**src/pkg/wwd_defs.svh**
```systemverilog
/*
 * Constants of the window watchdog control block: register offsets, field
 * positions, reset values and timing figures.
 * Assumes it is included by files that need these names, and nothing else.
 */
`ifndef WWD_DEFS_SVH
`define WWD_DEFS_SVH

// Register offsets on the internal register port.
`define WWD_ADDR_WINDOW_CFG  8'h1C
`define WWD_ADDR_OPTION_CFG  8'h1D
`define WWD_ADDR_STATUS      8'h1E

// Reset values of the three registers.
`define WWD_RST_WINDOW_CFG   8'h00
`define WWD_RST_OPTION_CFG   8'h01
`define WWD_RST_STATUS       8'h00

// Field positions in the window configuration register.
`define WWD_CLOSED_SEL_HI    7
`define WWD_CLOSED_SEL_LO    6
`define WWD_OPEN_SEL_HI      5
`define WWD_OPEN_SEL_LO      4
`define WWD_FIRST_SEL_HI     3
`define WWD_FIRST_SEL_LO     2
`define WWD_THRESH_SEL_HI    1
`define WWD_THRESH_SEL_LO    0

// Field positions in the option configuration register.
`define WWD_FREEZE_BIT       7
`define WWD_BLOCKING_BIT     4
`define WWD_RELOAD_BIT       3
`define WWD_PULLDOWN_BIT     2
`define WWD_POLARITY_BIT     1
`define WWD_DRAIN_BIT        0

// Field positions in the status register.
`define WWD_FLAG_CLEAR_BIT   4
`define WWD_FLAG_BIT         3
`define WWD_COUNT_CLEAR_BIT  2

// Timing: one millisecond tick at a 100 ns clock period.
`define WWD_CLK_PERIOD_NS    100
`define WWD_TICK_TIME_NS     1000000
`define WWD_TICK_CYC         (`WWD_TICK_TIME_NS / `WWD_CLK_PERIOD_NS)
`define WWD_FAULT_PULSE_MS   13'h0002

`endif

```
**src/pkg/wwd_pkg.sv**
```systemverilog
/*
 * Types of the window watchdog control block: the supervision states and the
 * packed state record of the control module.
 * Assumes the constants header is compiled alongside it.
 */
package wwd_pkg;

	// Supervision phases of the watchdog.
	typedef enum logic [1:0] {
		WWD_FIRST,
		WWD_CLOSED,
		WWD_OPEN,
		WWD_FAULT
	} wwd_phase_e;

	// Complete state of the control module, registered as one record.
	typedef struct packed {
		logic [7:0]  window_cfg;      // Window configuration register.
		logic [7:0]  option_cfg;      // Option configuration register.
		logic [2:0]  status_spare;    // Spare writable status bits 7-5.
		logic        flag_clear;      // Restart-flag clear pulse.
		logic        restart_flag;    // Watchdog restart has occurred.
		logic        count_clear;     // Fault-count clear pulse.
		logic [1:0]  fault_count;     // Issued fault resets, saturating.
		wwd_phase_e  phase;           // Current supervision phase.
		logic [23:0] prescale;        // Cycles within the current tick.
		logic [12:0] ms_count;        // Ticks spent in the current phase.
		logic        trigger_prev;    // Trigger level one cycle ago.
		logic        fault_out;       // Fault pin level.
		logic        fault_oe;        // Fault pin output enable.
		logic        sys_restart;     // Restart request pulse.
		logic        reload;          // Defaults reload pulse.
		logic [7:0]  rdata;           // Read data held for the port.
	} wwd_state_s;

endpackage

```
**src/logic/wwd_control.sv**
```systemverilog
/*
 * Window watchdog control and status: window timing, fault reset pin,
 * fault counting with restart threshold, configuration freeze and the
 * restart flag with its self-clearing strobes.
 * Assumes a single 10 MHz clock, a synchronous active-high reset, a simple
 * internal register port at the printed offsets and a trigger input that is
 * already synchronous to the clock.
 */
// Notes on behaviour
// - closed window 10/20/50/100 ms from bits 7-6.
// - open window 20/100/200/600 ms from bits 5-4.
// - first window 200/600/2000/5000 ms from bits 3-2.
// - restart after 1/2/4 faults; code 0 disables.
// - freeze bit blocks config writes until reset.
// - status register writes ignore the freeze.
// - blocking mode: set flag stops further restarts.
// - reload defaults on restart only when enabled.
// - option bit 2 drives trigger pull-down enable.
// - option bit 1 selects fault output polarity.
// - option bit 0 selects open-drain; reset open-drain.
// - status bit 4 write makes one flag clear pulse.
// - restart sets flag; only clear strobe or reset clears it.
// - status bit 2 write pulses count clear.
// - status bits 1-0 show fault count.
`timescale 1ns/1ps

`include "wwd_defs.svh"

module wwd_control #(
	parameter int unsigned TICK_CYC = `WWD_TICK_CYC   // Clock cycles per millisecond tick.
) (
	// Clock and reset.
	input  wire logic        i_clock,
	input  wire logic        i_rst,
	// Register port.
	input  wire logic [7:0]  i_reg_addr,
	input  wire logic        i_reg_wr,
	input  wire logic [7:0]  i_reg_wdata,
	output logic      [7:0]  o_reg_rdata,
	// Host supervision pins.
	input  wire logic        i_trigger_input,
	output logic             o_trigger_pulldown_en,
	output logic             o_fault_reset_output,
	output logic             o_fault_reset_oe,
	// System restart requests.
	output logic             o_sys_restart,
	output logic             o_reload_defaults
);
	import wwd_pkg::*;

	wwd_state_s state_reg;   // Registered state of the whole block.
	wwd_state_s state_next;  // Next value of the state.

	// Closed window length in ticks.
	function automatic logic [12:0] closed_ms(input logic [1:0] sel);
		case (sel)
			2'h0:    closed_ms = 13'h000A;
			2'h1:    closed_ms = 13'h0014;
			2'h2:    closed_ms = 13'h0032;
			default: closed_ms = 13'h0064;
		endcase
	endfunction

	// Open window length in ticks.
	function automatic logic [12:0] open_ms(input logic [1:0] sel);
		case (sel)
			2'h0:    open_ms = 13'h0014;
			2'h1:    open_ms = 13'h0064;
			2'h2:    open_ms = 13'h00C8;
			default: open_ms = 13'h0258;
		endcase
	endfunction

	// First (long) open window length in ticks.
	function automatic logic [12:0] first_ms(input logic [1:0] sel);
		case (sel)
			2'h0:    first_ms = 13'h00C8;
			2'h1:    first_ms = 13'h0258;
			2'h2:    first_ms = 13'h07D0;
			default: first_ms = 13'h1388;
		endcase
	endfunction

	// Number of faults that starts a restart; zero means never.
	function automatic logic [2:0] threshold(input logic [1:0] sel);
		case (sel)
			2'h0:    threshold = 3'h0;
			2'h1:    threshold = 3'h1;
			2'h2:    threshold = 3'h2;
			default: threshold = 3'h4;
		endcase
	endfunction

	// Next-state logic for the whole block.
	always_comb begin
		logic        wr_window;    // Write to the window configuration.
		logic        wr_option;    // Write to the option configuration.
		logic        wr_status;    // Write to the status register.
		logic        tick;         // One millisecond has elapsed.
		logic        trig_edge;    // Rising edge on the trigger input.
		logic        fault_event;  // A window violation happened now.
		logic        pulse_done;   // The fault pulse has just finished.
		logic [12:0] limit;        // Length of the current phase.
		logic [2:0]  count_inc;    // Fault count after this fault.
		logic [2:0]  thr;          // Selected restart threshold.
		logic        restart_go;   // A restart starts this cycle.
		logic        asserted;     // Fault reset logically active.
		logic        level;        // Fault pin level before drain mode.

		state_next  = state_reg;
		wr_window   = i_reg_wr && (i_reg_addr == `WWD_ADDR_WINDOW_CFG);
		wr_option   = i_reg_wr && (i_reg_addr == `WWD_ADDR_OPTION_CFG);
		wr_status   = i_reg_wr && (i_reg_addr == `WWD_ADDR_STATUS);
		tick        = (state_reg.prescale == 24'(TICK_CYC - 1));
		trig_edge   = i_trigger_input && !state_reg.trigger_prev;
		fault_event = 1'b0;
		pulse_done  = 1'b0;
		limit       = 13'h0000;
		count_inc   = {1'b0, state_reg.fault_count} + 3'h1;
		thr         = threshold(state_reg.window_cfg[`WWD_THRESH_SEL_HI:`WWD_THRESH_SEL_LO]);
		restart_go  = 1'b0;

		// Tick prescaler runs freely, so a closed window started by a trigger can be up to one tick short.
		state_next.prescale     = tick ? 24'h000000 : state_reg.prescale + 24'h000001;
		state_next.trigger_prev = i_trigger_input;

		// Configuration writes are dropped once the freeze bit is set.
		if (!state_reg.option_cfg[`WWD_FREEZE_BIT]) begin
			if (wr_window) begin
				state_next.window_cfg = i_reg_wdata;
			end
			if (wr_option) begin
				state_next.option_cfg = i_reg_wdata;
			end
		end

		// Status writes ignore the freeze; only strobes and spare bits store.
		state_next.flag_clear  = 1'b0;
		state_next.count_clear = 1'b0;
		if (wr_status) begin
			state_next.status_spare = i_reg_wdata[7:5];
			state_next.flag_clear   = i_reg_wdata[`WWD_FLAG_CLEAR_BIT];
			state_next.count_clear  = i_reg_wdata[`WWD_COUNT_CLEAR_BIT];
		end

		// A pending clear pulse acts now; a new event below overrides it.
		if (state_reg.flag_clear) begin
			state_next.restart_flag = 1'b0;
		end
		if (state_reg.count_clear) begin
			state_next.fault_count = 2'h0;
			count_inc              = 3'h1;
		end

		// Window sequencing in millisecond ticks.
		case (state_reg.phase)
			WWD_FIRST: begin
				limit = first_ms(state_reg.window_cfg[`WWD_FIRST_SEL_HI:`WWD_FIRST_SEL_LO]);
			end
			WWD_CLOSED: begin
				limit = closed_ms(state_reg.window_cfg[`WWD_CLOSED_SEL_HI:`WWD_CLOSED_SEL_LO]);
			end
			WWD_OPEN: begin
				limit = open_ms(state_reg.window_cfg[`WWD_OPEN_SEL_HI:`WWD_OPEN_SEL_LO]);
			end
			WWD_FAULT: begin
				limit = `WWD_FAULT_PULSE_MS;
			end
			default: begin
				limit = 13'h0001;
			end
		endcase

		if (tick) begin
			state_next.ms_count = state_reg.ms_count + 13'h0001;
		end

		case (state_reg.phase)
			WWD_FIRST, WWD_OPEN: begin
				// A trigger in an open window starts the next closed window.
				if (trig_edge) begin
					state_next.phase    = WWD_CLOSED;
					state_next.ms_count = 13'h0000;
				end else if (tick && (state_reg.ms_count + 13'h0001 >= limit)) begin
					fault_event = 1'b1;
				end
			end
			WWD_CLOSED: begin
				// A trigger during the closed window is an early trigger.
				if (trig_edge) begin
					fault_event = 1'b1;
				end else if (tick && (state_reg.ms_count + 13'h0001 >= limit)) begin
					state_next.phase    = WWD_OPEN;
					state_next.ms_count = 13'h0000;
				end
			end
			WWD_FAULT: begin
				// Triggers are ignored while the fault pulse is out.
				if (tick && (state_reg.ms_count + 13'h0001 >= limit)) begin
					pulse_done          = 1'b1;
					state_next.phase    = WWD_FIRST;
					state_next.ms_count = 13'h0000;
				end
			end
			default: begin
				state_next.phase    = WWD_FIRST;
				state_next.ms_count = 13'h0000;
			end
		endcase

		if (fault_event) begin
			state_next.phase    = WWD_FAULT;
			state_next.ms_count = 13'h0000;
		end

		// Each fault pulse is counted once, at its start.
		state_next.sys_restart = 1'b0;
		state_next.reload      = 1'b0;
		if (fault_event) begin
			if ((thr != 3'h0) && (count_inc >= thr)) begin
				// Blocking mode holds off restarts while the flag is set.
				restart_go = !(state_reg.option_cfg[`WWD_BLOCKING_BIT]
					&& state_reg.restart_flag);
			end
			if (restart_go) begin
				state_next.fault_count  = 2'h0;
				state_next.restart_flag = 1'b1;
				state_next.sys_restart  = 1'b1;
				state_next.reload       = state_reg.option_cfg[`WWD_RELOAD_BIT];
			end else begin
				// Saturate so that a blocked count does not wrap to zero.
				state_next.fault_count = count_inc[2] ? 2'h3 : count_inc[1:0];
			end
		end

		// Fault pin: polarity then drive type, both taken live.
		asserted = (state_next.phase == WWD_FAULT) && !pulse_done;
		level    = asserted ^ state_reg.option_cfg[`WWD_POLARITY_BIT];
		if (state_reg.option_cfg[`WWD_DRAIN_BIT]) begin
			state_next.fault_out = 1'b0;
			state_next.fault_oe  = !level;
		end else begin
			state_next.fault_out = level;
			state_next.fault_oe  = 1'b1;
		end

		// Read data follows the address one cycle later.
		case (i_reg_addr)
			`WWD_ADDR_WINDOW_CFG: begin
				state_next.rdata = state_reg.window_cfg;
			end
			`WWD_ADDR_OPTION_CFG: begin
				state_next.rdata = state_reg.option_cfg;
			end
			`WWD_ADDR_STATUS: begin
				state_next.rdata = {state_reg.status_spare, state_reg.flag_clear,
					state_reg.restart_flag, state_reg.count_clear,
					state_reg.fault_count};
			end
			default: begin
				state_next.rdata = 8'h00;
			end
		endcase
	end

	// State register; reset puts the block at the start of the first window.
	always_ff @(posedge i_clock) begin
		if (i_rst) begin
			state_reg              <= '0;
			state_reg.window_cfg   <= `WWD_RST_WINDOW_CFG;
			state_reg.option_cfg   <= `WWD_RST_OPTION_CFG;
			state_reg.phase        <= WWD_FIRST;
			state_reg.fault_oe     <= 1'b1;
		end else begin
			state_reg <= state_next;
		end
	end

	// Outputs come straight from the state record.
	assign o_reg_rdata           = state_reg.rdata;
	assign o_trigger_pulldown_en = state_reg.option_cfg[`WWD_PULLDOWN_BIT];
	assign o_fault_reset_output  = state_reg.fault_out;
	assign o_fault_reset_oe      = state_reg.fault_oe;
	assign o_sys_restart         = state_reg.sys_restart;
	assign o_reload_defaults     = state_reg.reload;

endmodule

```
**config.mk**
```make
export PLATFORM = sky130hd
export DESIGN_NAME = wwd_control
export DESIGN_NICKNAME = d
export VERILOG_FILES = /design/src/pkg/wwd_pkg.sv /design/src/logic/wwd_control.sv
export VERILOG_INCLUDE_DIRS = /design/src /design/src/pkg
export SDC_FILE = /design/constraint.sdc
export NUM_CORES = 1
export LEC_CHECK = 0
export BUFFER_PORTS_ARGS = -buffer_cell sky130_fd_sc_hd__buf_2
export CAP_MARGIN = 20
export CORE_ASPECT_RATIO = 0.5
export CORE_MARGIN = 4
export CORE_UTILIZATION = 45
export CTS_BUF_LIST = sky130_fd_sc_hd__clkbuf_8
export DETAILED_ROUTE_END_ITERATION = 10
export PLACE_DENSITY = 0.69
export SLEW_MARGIN = 0
export SYNTH_ARGS = -nofsm -noshare
export SYNTH_HDL_FRONTEND = slang
export SYNTH_SLANG_ARGS = --single-unit
```
**constraint.sdc**
```tcl
create_clock -name i_clock -period 3.8 [get_ports i_clock]
set_clock_uncertainty 0.2 [all_clocks]
set_input_delay 0 -clock i_clock [delete_from_list [all_inputs] [get_ports i_clock]]
set_output_delay 0 -clock i_clock [all_outputs]
set_load 0.03 [all_outputs]
```
* Word level (Yosys, flattened, before mapping)
Index checks and enable logic that the tools add are counted.
** Storage, ports and cells
- Output and inout bits :: 13
- Input port bits :: 20
- Flip-flop bits (word level) :: 76
- Word-level logic and storage cells :: 108
** Operators by class
- $lt $le $gt $ge :: 2
- Reductions and logical operators :: 29
- Bitwise operators :: 6
- Multiplexer cells :: 35
- Equality and inequality tests :: 16
- $add $sub $neg :: 3
** Operator list (number)
- $pmux W13 S3 :: 2
- $mux W13 :: 4
- $pmux W13 S4 :: 1
- $pmux W10 S3 :: 1
- $add A24 B1 Y24 const B :: 1
- $eq A24 B14 Y1 const B :: 1
- $eq A8 B5 Y1 const B :: 3
- $pmux W8 S3 :: 1
- $pmux W7 S3 :: 1
- $mux W2 :: 10
- $mux W8 :: 2
- $eq A2 B2 Y1 const B :: 7
- $reduce_or A2 Y1 :: 7
- $add A13 B1 Y13 const B :: 1
- $ge A13 B13 Y1 :: 1
- $eq A2 B1 Y1 const B :: 5
- $logic_not A2 Y1 :: 5
- $mux W1 :: 9
- $pmux W3 S3 :: 1
- $logic_and A1 B1 Y1 :: 8
- $pmux W2 S3 :: 1
- $not A1 Y1 :: 5
- $logic_not A1 Y1 :: 4
- $reduce_and A2 Y1 :: 2
- 8 further kinds :: 8

* Longest topological paths before layout
Gate-level depths: netlist of run 1.
- Depth in word-level cells :: 13
- Depth in mapped cells :: 14
- Mapped depth without buffers :: 13

* Worst setup path after synthesis of run 1
OpenSTA, ideal clock, no wires.
- Path kind :: register to register
- Start point :: reg state_reg[15] (netlist name)
- End point :: reg state_reg (netlist bit o_fault_reset_output)
- Path buffers :: 2
- Period minus slack after synthesis :: 3.166 ns
- Cell stages (with the launch flop) :: 14
- Data arrival time :: 2.845 ns
- Data required time :: 3.479 ns
- Slack :: 0.634 ns
- Setup time :: 0.121 ns
- Cells stage by stage :: dfxtp_1 > clkbuf_1 > nand4_1 > or2_2 > clkbuf_1 > nor2_1 > xor2_1 > ha_1 > nand2_1 > o21a_1 > o21ai_0 > o31a_2 > o211a_2 > mux2_4
** Between the ends
- Longest elaborated chain between the ends :: 10
- Elaborated cells on any way between the ends :: 16
- Those cells by class :: add/sub: 1; order compare: 1; eq/ne: 1; mux: 9; bitwise: 1; reduce/logical: 3
** RTL lines
- start: declaration :: line wwd_control.sv:51 : wwd_state_s state_reg;
- start signal: assignment :: line wwd_control.sv:275 : state_reg <= state_next;
- $add A13 B1 Y13 (*) :: line wwd_control.sv:184, wwd_control.sv:192, wwd_control.sv:199
- $ge A13 B13 Y1 (*) :: line wwd_control.sv:184, wwd_control.sv:192, wwd_control.sv:199
- $logic_and A1 B1 Y1 (*) :: line wwd_control.sv:184, wwd_control.sv:192, wwd_control.sv:199
- $mux W2 / $mux W1 (equally long branches) :: line wwd_control.sv:192, wwd_control.sv:184, wwd_control.sv:199
- $mux W2 / $mux W1 (equally long branches) :: line wwd_control.sv:190, wwd_control.sv:181
- $pmux W2 S3 / $pmux W1 S2 (equally long branches) :: line wwd_control.sv:178 : case (state_reg.phase)
- $mux W2 :: line wwd_control.sv:211 : if (fault_event) begin
- $eq A2 B2 Y1 :: line wwd_control.sv:237 : asserted = (state_next.phase == WWD_FAULT) && !pulse_done;
- $logic_and A1 B1 Y1 (*) :: line wwd_control.sv:237
- $xor A1 B1 Y1 (*) :: line wwd_control.sv:238 : level = asserted ^ state_reg.option_cfg[`WWD_POLARITY_BIT];
Every way passes the cells marked *; elsewhere a longest branch is shown, timed or not.
A chain may end at the register's enable or synchronous reset.

* Worst setup path after layout of run 1
- Start point :: reg state_reg[13] (netlist name)
- End point :: reg state_reg (netlist bit o_fault_reset_output)
The elaborated chain is that of the path after synthesis.

==> results of run 1 <==
## worst paths after layout
check / depth (start not counted) / slack, ns / end
worst max-delay path: 11 / 0.44 / o_fault_reset_output$_SDFF_PP0_
worst min-delay path: 5 / 0.05 / o_reg_rdata[0]$_SDFF_PP0_
worst max register to register: 11 / 0.44 / o_fault_reset_output$_SDFF_PP0_
worst min register to register: 1 / 0.24 / state_reg[26]$_SDFF_PP0_
## metal layers
metal	track usage, %	vias up	wire, um
met1	20.5	1534	4180
met5	0	-	0
li1	-	1710	-
met3	4.99	13	291
met4	5.40	0	115
met2	24.7	56	3620
## cell usage after synthesis (all sizes together) (6+ instances only)
master / instances
nor2: 97
dfxtp: 76
nand2: 33
ha: 31
mux2i: 29
xnor2: 27
a21oi: 17
xor2: 17
buf: 16
inv: 16
clkbuf: 14
nor3: 14
nand3: 13
o21ai: 11
nand4: 10
nor2b: 8
nor4: 7
nand2b: 6
## layout make-up
cell class              instances  area (sq um)  area share, %
multi-input cells             366          2480           52.1
flip-flops and latches         76          1520           32.0
repair buffers                 51           340           7.16
well taps                     117           146           3.08
clock buffers                   9           124           2.61
clock inverters                 6          81.3           1.71
inverters                      16          60.1           1.26
## metrics by stage
step | hold slack, ns | power [mW]
final | 0.0541 | 1.55
after global routing | 0.0829 | 1.62
after CTS | 0.0297 | 1.57
after detailed placement | 0.0343 | 0.913
after global placement | 0.0355 | 0.912
after floorplan | -0.0821 | 0.887
## kinds of logic (layout without fill, tap and decap cells)
family | count (synthesis) | in the layout | share of synthesized area, %
buf+inv | 46 | 82 | 5.30
simple gates | 213 | 213 | 25.6
xor+xnor | 44 | 44 | 9.13
mux | 30 | 30 | 7.23
compound gates | 48 | 48 | 7.53
flops | 76 | 76 | 36.0
fa+ha+maj | 31 | 31 | 9.19
## power by group
group	internal [mW]	switching, mW	total, mW
Sequential	0.802	0.00829	0.810
Clock	0.361	0.284	0.645
Combinational	0.0426	0.0537	0.0963
## critical path, cell delays in order, from the launching register on
cell	delay, ns
dfxtp_1	0.41
ha_1	0.25
nand4_1	0.28
nor3_1	0.29
nand2_1	0.12
xnor2_1	0.14
ha_1	0.22
nor3b_1	0.19
mux2i_1	0.15
o31a_2	0.41
o211a_2	0.30
mux2_4	0.29
==> impl_results.md, run 1 <==
- ANT cells: 0
- Syn-to-layout area delta: 12.5%
- Path type of the worst min-delay path: in2reg
- Post-route ant nets: 0
- Die height: ~77 um
- Final Cell Area: 0.00475 sq mm
- Post-DP Area: roughly 0.0044 sq mm
- Pre-antenna DRT Iters: 4
- Maximum VDD drop: between 0.1 and 0.15 mV
- Final hold violations: 0
- Ranking of synthesized cells by area: dfxtp_1 (36%), ha_1 (9.2%), nor2_1 (8.0%)
- CP Class: reg2reg
- # hold bufs at CTS: 15
- # rows: 24
- Largest net degree at the start of global routing: 36
- Max_slew headroom: 51.1%
- Asr flop ratio synth: 0%
- Nets: approximately 570
- Number of synthesized register bits: between 70 and 80
- Area leader, netlist: dfxtp_1
- Post_cts resized: 0
- RSZ-0062 raised after global routing: no
- CTS max path bufs: 2
- Number of flops mapped to enable cells by yosys: 0
- Post-synth top area share: between 30% and 40%
- Fin Setup TNS: 0 ns
- Fraction of layout cells with a size suffix above 1: 13.4%
- Hold Startpoint: i_reg_addr[1]
- Clk sink count: between 70 and 80
- Max_cap viols: 0
- Synth Instances: about 490
- CTS buffer count: 9
- Worst-Margin Slew: around 0.73 ns
- Core box area: about 0.0089 sq mm
- RR Startpoint: state_reg[13]$_SDFF_PP0_
- Yosys Warn Count: 0
- Layout Utilization: 53.3%
- Worst EP required: 3.84 ns
- Synth unique cells: 54
- Grt ovf: 0
- Worst-Skew Late Latency: between 0.3 and 0.4 ns
- I/O pin total: 33
- CP arrival: between 3 and 4 ns
- Min Tclk post-route: roughly 3.4 ns
- Vias per cell: 5.17
- CP startpoint kind: flop
- Post-synthesis sequential area ratio: a little over a third
- Routability cong.: 0.874
- WL per Instance: between 10 and 15 um
- Final Cycle Share: around nine tenths
- PortBufs: 32
- Initial DRC count: 141
- Dominant synthesized flop cell: dfxtp_1
- Post-synth net total: 539
- Via count: roughly 3300
- Crit path max fanout: 5
- Worst-path clk slew: approximately 0.080 ns
- Final setup viols: 0
- CP endpoint kind: flop
- Peak Freq: slightly below 300 MHz
- Post-Syn Area: between 0.004 and 0.005 sq mm
- Residual DRC count: 0
- Vias in the first global route: around 3200
- Max reg flops: 63
- Global-route wire length before repair: roughly 15 mm
- Status: finished clean
- Total count of max-transition violations in the final report: 0
- Filler cell count: about 830
- Final worst slack: approximately 0.44 ns
- Initial antenna violation count: 0
- Placed cell count: 611
- Avg Cell Area, Syn: around 8.7 sq um
- Die span in x: roughly 140 um
- Post-CTS Setup Bufs: 0
- Tot GR Track Use: approximately 16%
- CP Launch Point: state_reg[13]$_SDFF_PP0_
- Dpl ws: 0.473 ns
- Starting Density: a little under half
- DP HPWL: 5.94 mm
- P per Cell Area: around 330 mW/mm^2
- H-tree Lvls: 3
- Cell Count, Final, Fillers Out: about 640
- Routed WL: slightly above 8 mm
- CTS Root Cell: clkbuf_8
- Die area: about 0.011 sq mm
- Cell leakage power: 1.91 nW
- Commonest non-fill, non-tap cell in the layout: nor2_1
- CTS tree: built
- Most frequent cells in the layout: nor2_1 (90), dfxtp_1 (76), nand2_1 (33)
Note: power is estimated with default switching activity, not from simulation.
==> run 2: changes to the inputs <==
--- a/config.mk
+++ b/config.mk
@@ -13,7 +13,8 @@
 export CORE_UTILIZATION = 45
 export CTS_BUF_LIST = sky130_fd_sc_hd__clkbuf_8
 export DETAILED_ROUTE_END_ITERATION = 10
-export PLACE_DENSITY = 0.69
+export PLACE_DENSITY = 0.71
+export REMOVE_ABC_BUFFERS = 1
 export SLEW_MARGIN = 0
 export SYNTH_ARGS = -nofsm -noshare
 export SYNTH_HDL_FRONTEND = slang
==> constraint.sdc (replaced) <==
create_clock -name i_clock -period 2.7 [get_ports i_clock]
set_clock_uncertainty 0.2 [all_clocks]
set_input_delay 0 -clock i_clock [delete_from_list [all_inputs] [get_ports i_clock]]
set_output_delay 0 -clock i_clock [all_outputs]
set_load 0.03 [all_outputs]
==> impl_results.md, run 2 (synthesis gave the netlist of run 1 again) <==
- R2R Path End: o_fault_reset_output$_SDFF_PP0_
- Routed WL: 9.81 mm (+20%)
- H-tree Lvls: 3 (unchanged)
- Final setup viols: 21 (+21)
- Final worst slack: -0.266 ns (-0.710 ns)
- Worst-Margin Slew: 0.683 ns (-0.0500 ns)
- Max_cap viols: 0 (unchanged)
- RR Startpoint: state_reg[14]$_SDFF_PP0_
- CP Launch Point: state_reg[14]$_SDFF_PP0_
- Max reg flops: 63 (unchanged)
- Tot GR Track Use: 17.3% (+1.5 points)
- Worst-path clk slew: 0.08 ns (about the same)
- R2R cell count: 12 (+1)
- Most frequent cells in the layout: nor2_1 (76), dfxtp_1 (66), buf_4 (62)
- Largest net degree at the start of global routing: 36 (unchanged)
- Total count of max-transition violations in the final report: 0 (unchanged)
- RSZ-0062 raised after global routing: yes
- Residual DRC count: 0 (unchanged)
- Starting Density: 47.3% (unchanged)
- Slowest stage cell on the critical path: dfxtp_4
- Syn-to-layout area delta: 32.0%
- P per Cell Area: 413 mW/mm^2 (+26%)
- CTS Root Cell: clkbuf_8
- Global-route wire length before repair: 16.0 mm (+8.6%)
- Max_slew headroom: 54.5% (+3.3 points)
- Dpl ws: -0.369 ns (-0.842 ns)
- Violated checks: setup timing
- Min Tclk post-route: 2.97 ns (-0.390 ns)
- ANT cells: 0 (unchanged)
- Worst R2R Setup Slack: -0.27 ns (-0.71 ns)
- CP Class: reg2reg
- WL per Instance: 13.9 um (+8.5%)
- Layout Utilization: 62.5% (+9.2 points)
- Placed cell count: 667 (+9.2%)
- Post-DP Area: 0.00484 sq mm (+10%)
- CP arrival: 3.01 ns (-0.39 ns)
- Status: finished, violations left
- Cell leakage power: 2.29 nW (+20%)
- Crit path max fanout: 4 (-1)
- CTS tree: built
- Grt ovf: 0 (unchanged)
- Via count: 3667 (+11%)
- Initial antenna violation count: 0 (unchanged)
- Worst EP required: 2.74 ns (-1.10 ns)
- Peak Freq: 337 MHz (+13%)
- Nets: 635 (+11%)
- Final Cell Area: 0.00558 sq mm (+17%)
- CP startpoint kind: flop
- Maximum VDD drop: 0.197 mV (+38%)
- Final hold violations: 0 (unchanged)
- Crit path to: o_fault_reset_output$_SDFF_PP0_
- Die height: 76.5 um (unchanged)
- Routability cong.: 0.885 (+1.3%)
- Initial DRC count: 162 (+15%)
- Cell Count, Final, Fillers Out: 706 (+10%)
- CTS max path bufs: 2 (unchanged)
- # rows: 24 (unchanged)
- Post-route ant nets: 0 (unchanged)
- Worst-Skew Late Latency: 0.36 ns (+0.02 ns)
- Clk sink count: 76 (unchanged)
- Crit path cell chain: ha_4 -> nand4_1 -> nor2_1 -> xnor2_1 -> ha_1 -> a21oi_2 -> o21a_1 -> o21ai_2 -> buf_4 -> o31ai_4 -> o211a_4 -> mux2_4
- Commonest non-fill, non-tap cell in the layout: nor2_1
- Final Cycle Share: 110% (+22 points)
- Max incr delay on CP: 0.37 ns (-0.04 ns)
- Vias in the first global route: 3509 (+11%)
- Path type of the worst min-delay path: in2reg
- Pre-antenna DRT Iters: 5 (+1)
- Die span in x: 145 um (unchanged)
- DP HPWL: 6.56 mm (+10%)
- I/O pin total: 33 (unchanged)
- Core box area: 0.00892 sq mm (unchanged)
- Fraction of layout cells with a size suffix above 1: 31.1% (+18 points)
- Die area: 0.0111 sq mm (unchanged)
- PortBufs: 32 (unchanged)
- CP endpoint kind: flop
- Vias per cell: 5.19 (+0.49%)
- CTS buffer count: 9 (unchanged)
-- run 2: cell types whose count changed in the layout (fill, tap and decap cells not counted), sizes merged --
cell         change
clkinv           -2
clkinvlp         +1
clkbuf           +2
buf             +61
dlygate4sd3      +2
inv              +1
-- run 2: worst max-delay path: cells and delay by family (launching register included) --
family / cells / cell delay, ns
and+or+nand+nor: 2 / 0.32
adders and majority gates: 2 / 0.46
xor gates and xnor gates: 1 / 0.18
DFF: 1 / 0.37
buffers and inverters: 1 / 0.15
muxes: 1 / 0.29
AOI/OAI and AO/OA: 5 / 0.88
-- run 2: how the worst min path moves through the flow --
stage	start	end	cells after the start
floorplan	i_rst	state_reg[51]$_SDFF_PP0_	1
global placement	i_reg_wdata[0]	state_reg[60]$_SDFFE_PP1P_	2
detailed placement	i_reg_wdata[0]	state_reg[60]$_SDFFE_PP1P_	2
CTS	i_reg_addr[7]	state_reg[59]$_SDFFE_PP0P_	5
global route	i_reg_addr[7]	state_reg[59]$_SDFFE_PP0P_	5
finish	i_reg_addr[7]	state_reg[58]$_SDFFE_PP0P_	5
-- run 2: timing repair --
| item | CTS | global route |
|---|---|---|
| endpoints found under the hold margin | 35 | 0 |
| gates cloned | 0 | 1 |
| hold buffers | 17 | 0 |
| resized for setup | 30 | 52 |
| endpoints found under the setup margin | 22 | 22 |
| pin swaps | 19 | 27 |
| setup buffers | 4 | 1 |
-- run 2: stage by stage --
stage / hold slack (ns) / total power, mW / TNS, ns
finish: 0.0316 / 2.30 / -3.84
global route: 0.0578 / 2.38 / -5.36
CTS: 0.00596 / 2.31 / -1.57
detailed placement: 0.0336 / 1.30 / -4.33
global placement: 0.0335 / 1.30 / -2.37
floorplan: -0.131 / 1.23 / -5.21
-- run 2: layout make-up --
cell class / count / area [sq um]
sequential: 76 / 1540
clock inverter: 6 / 87.6
tap: 117 / 146
inverter: 16 / 65.1
timing repair buffer: 115 / 872
multi-input combinational: 366 / 2720
fill: 704 / 3340
clock buffer: 10 / 138
-- run 2: layer usage --
metal	vias up	global-route usage [%]	share of wire, %
met5	-	0	0
li1	1851	-	-
met2	95	27.1	45
met1	1699	22.8	48
met4	0	6.64	2.1
met3	22	4.63	5.4
-- run 2: power breakdown --
part	switching, mW	total [mW]	leakage (nW)	internal, mW
clock	0.440	0.986	0.110	0.546
combinational	0.0951	0.180	1.56	0.0846
sequential	0.0105	1.14	0.620	1.12
total	0.546	2.30	2.29	1.75
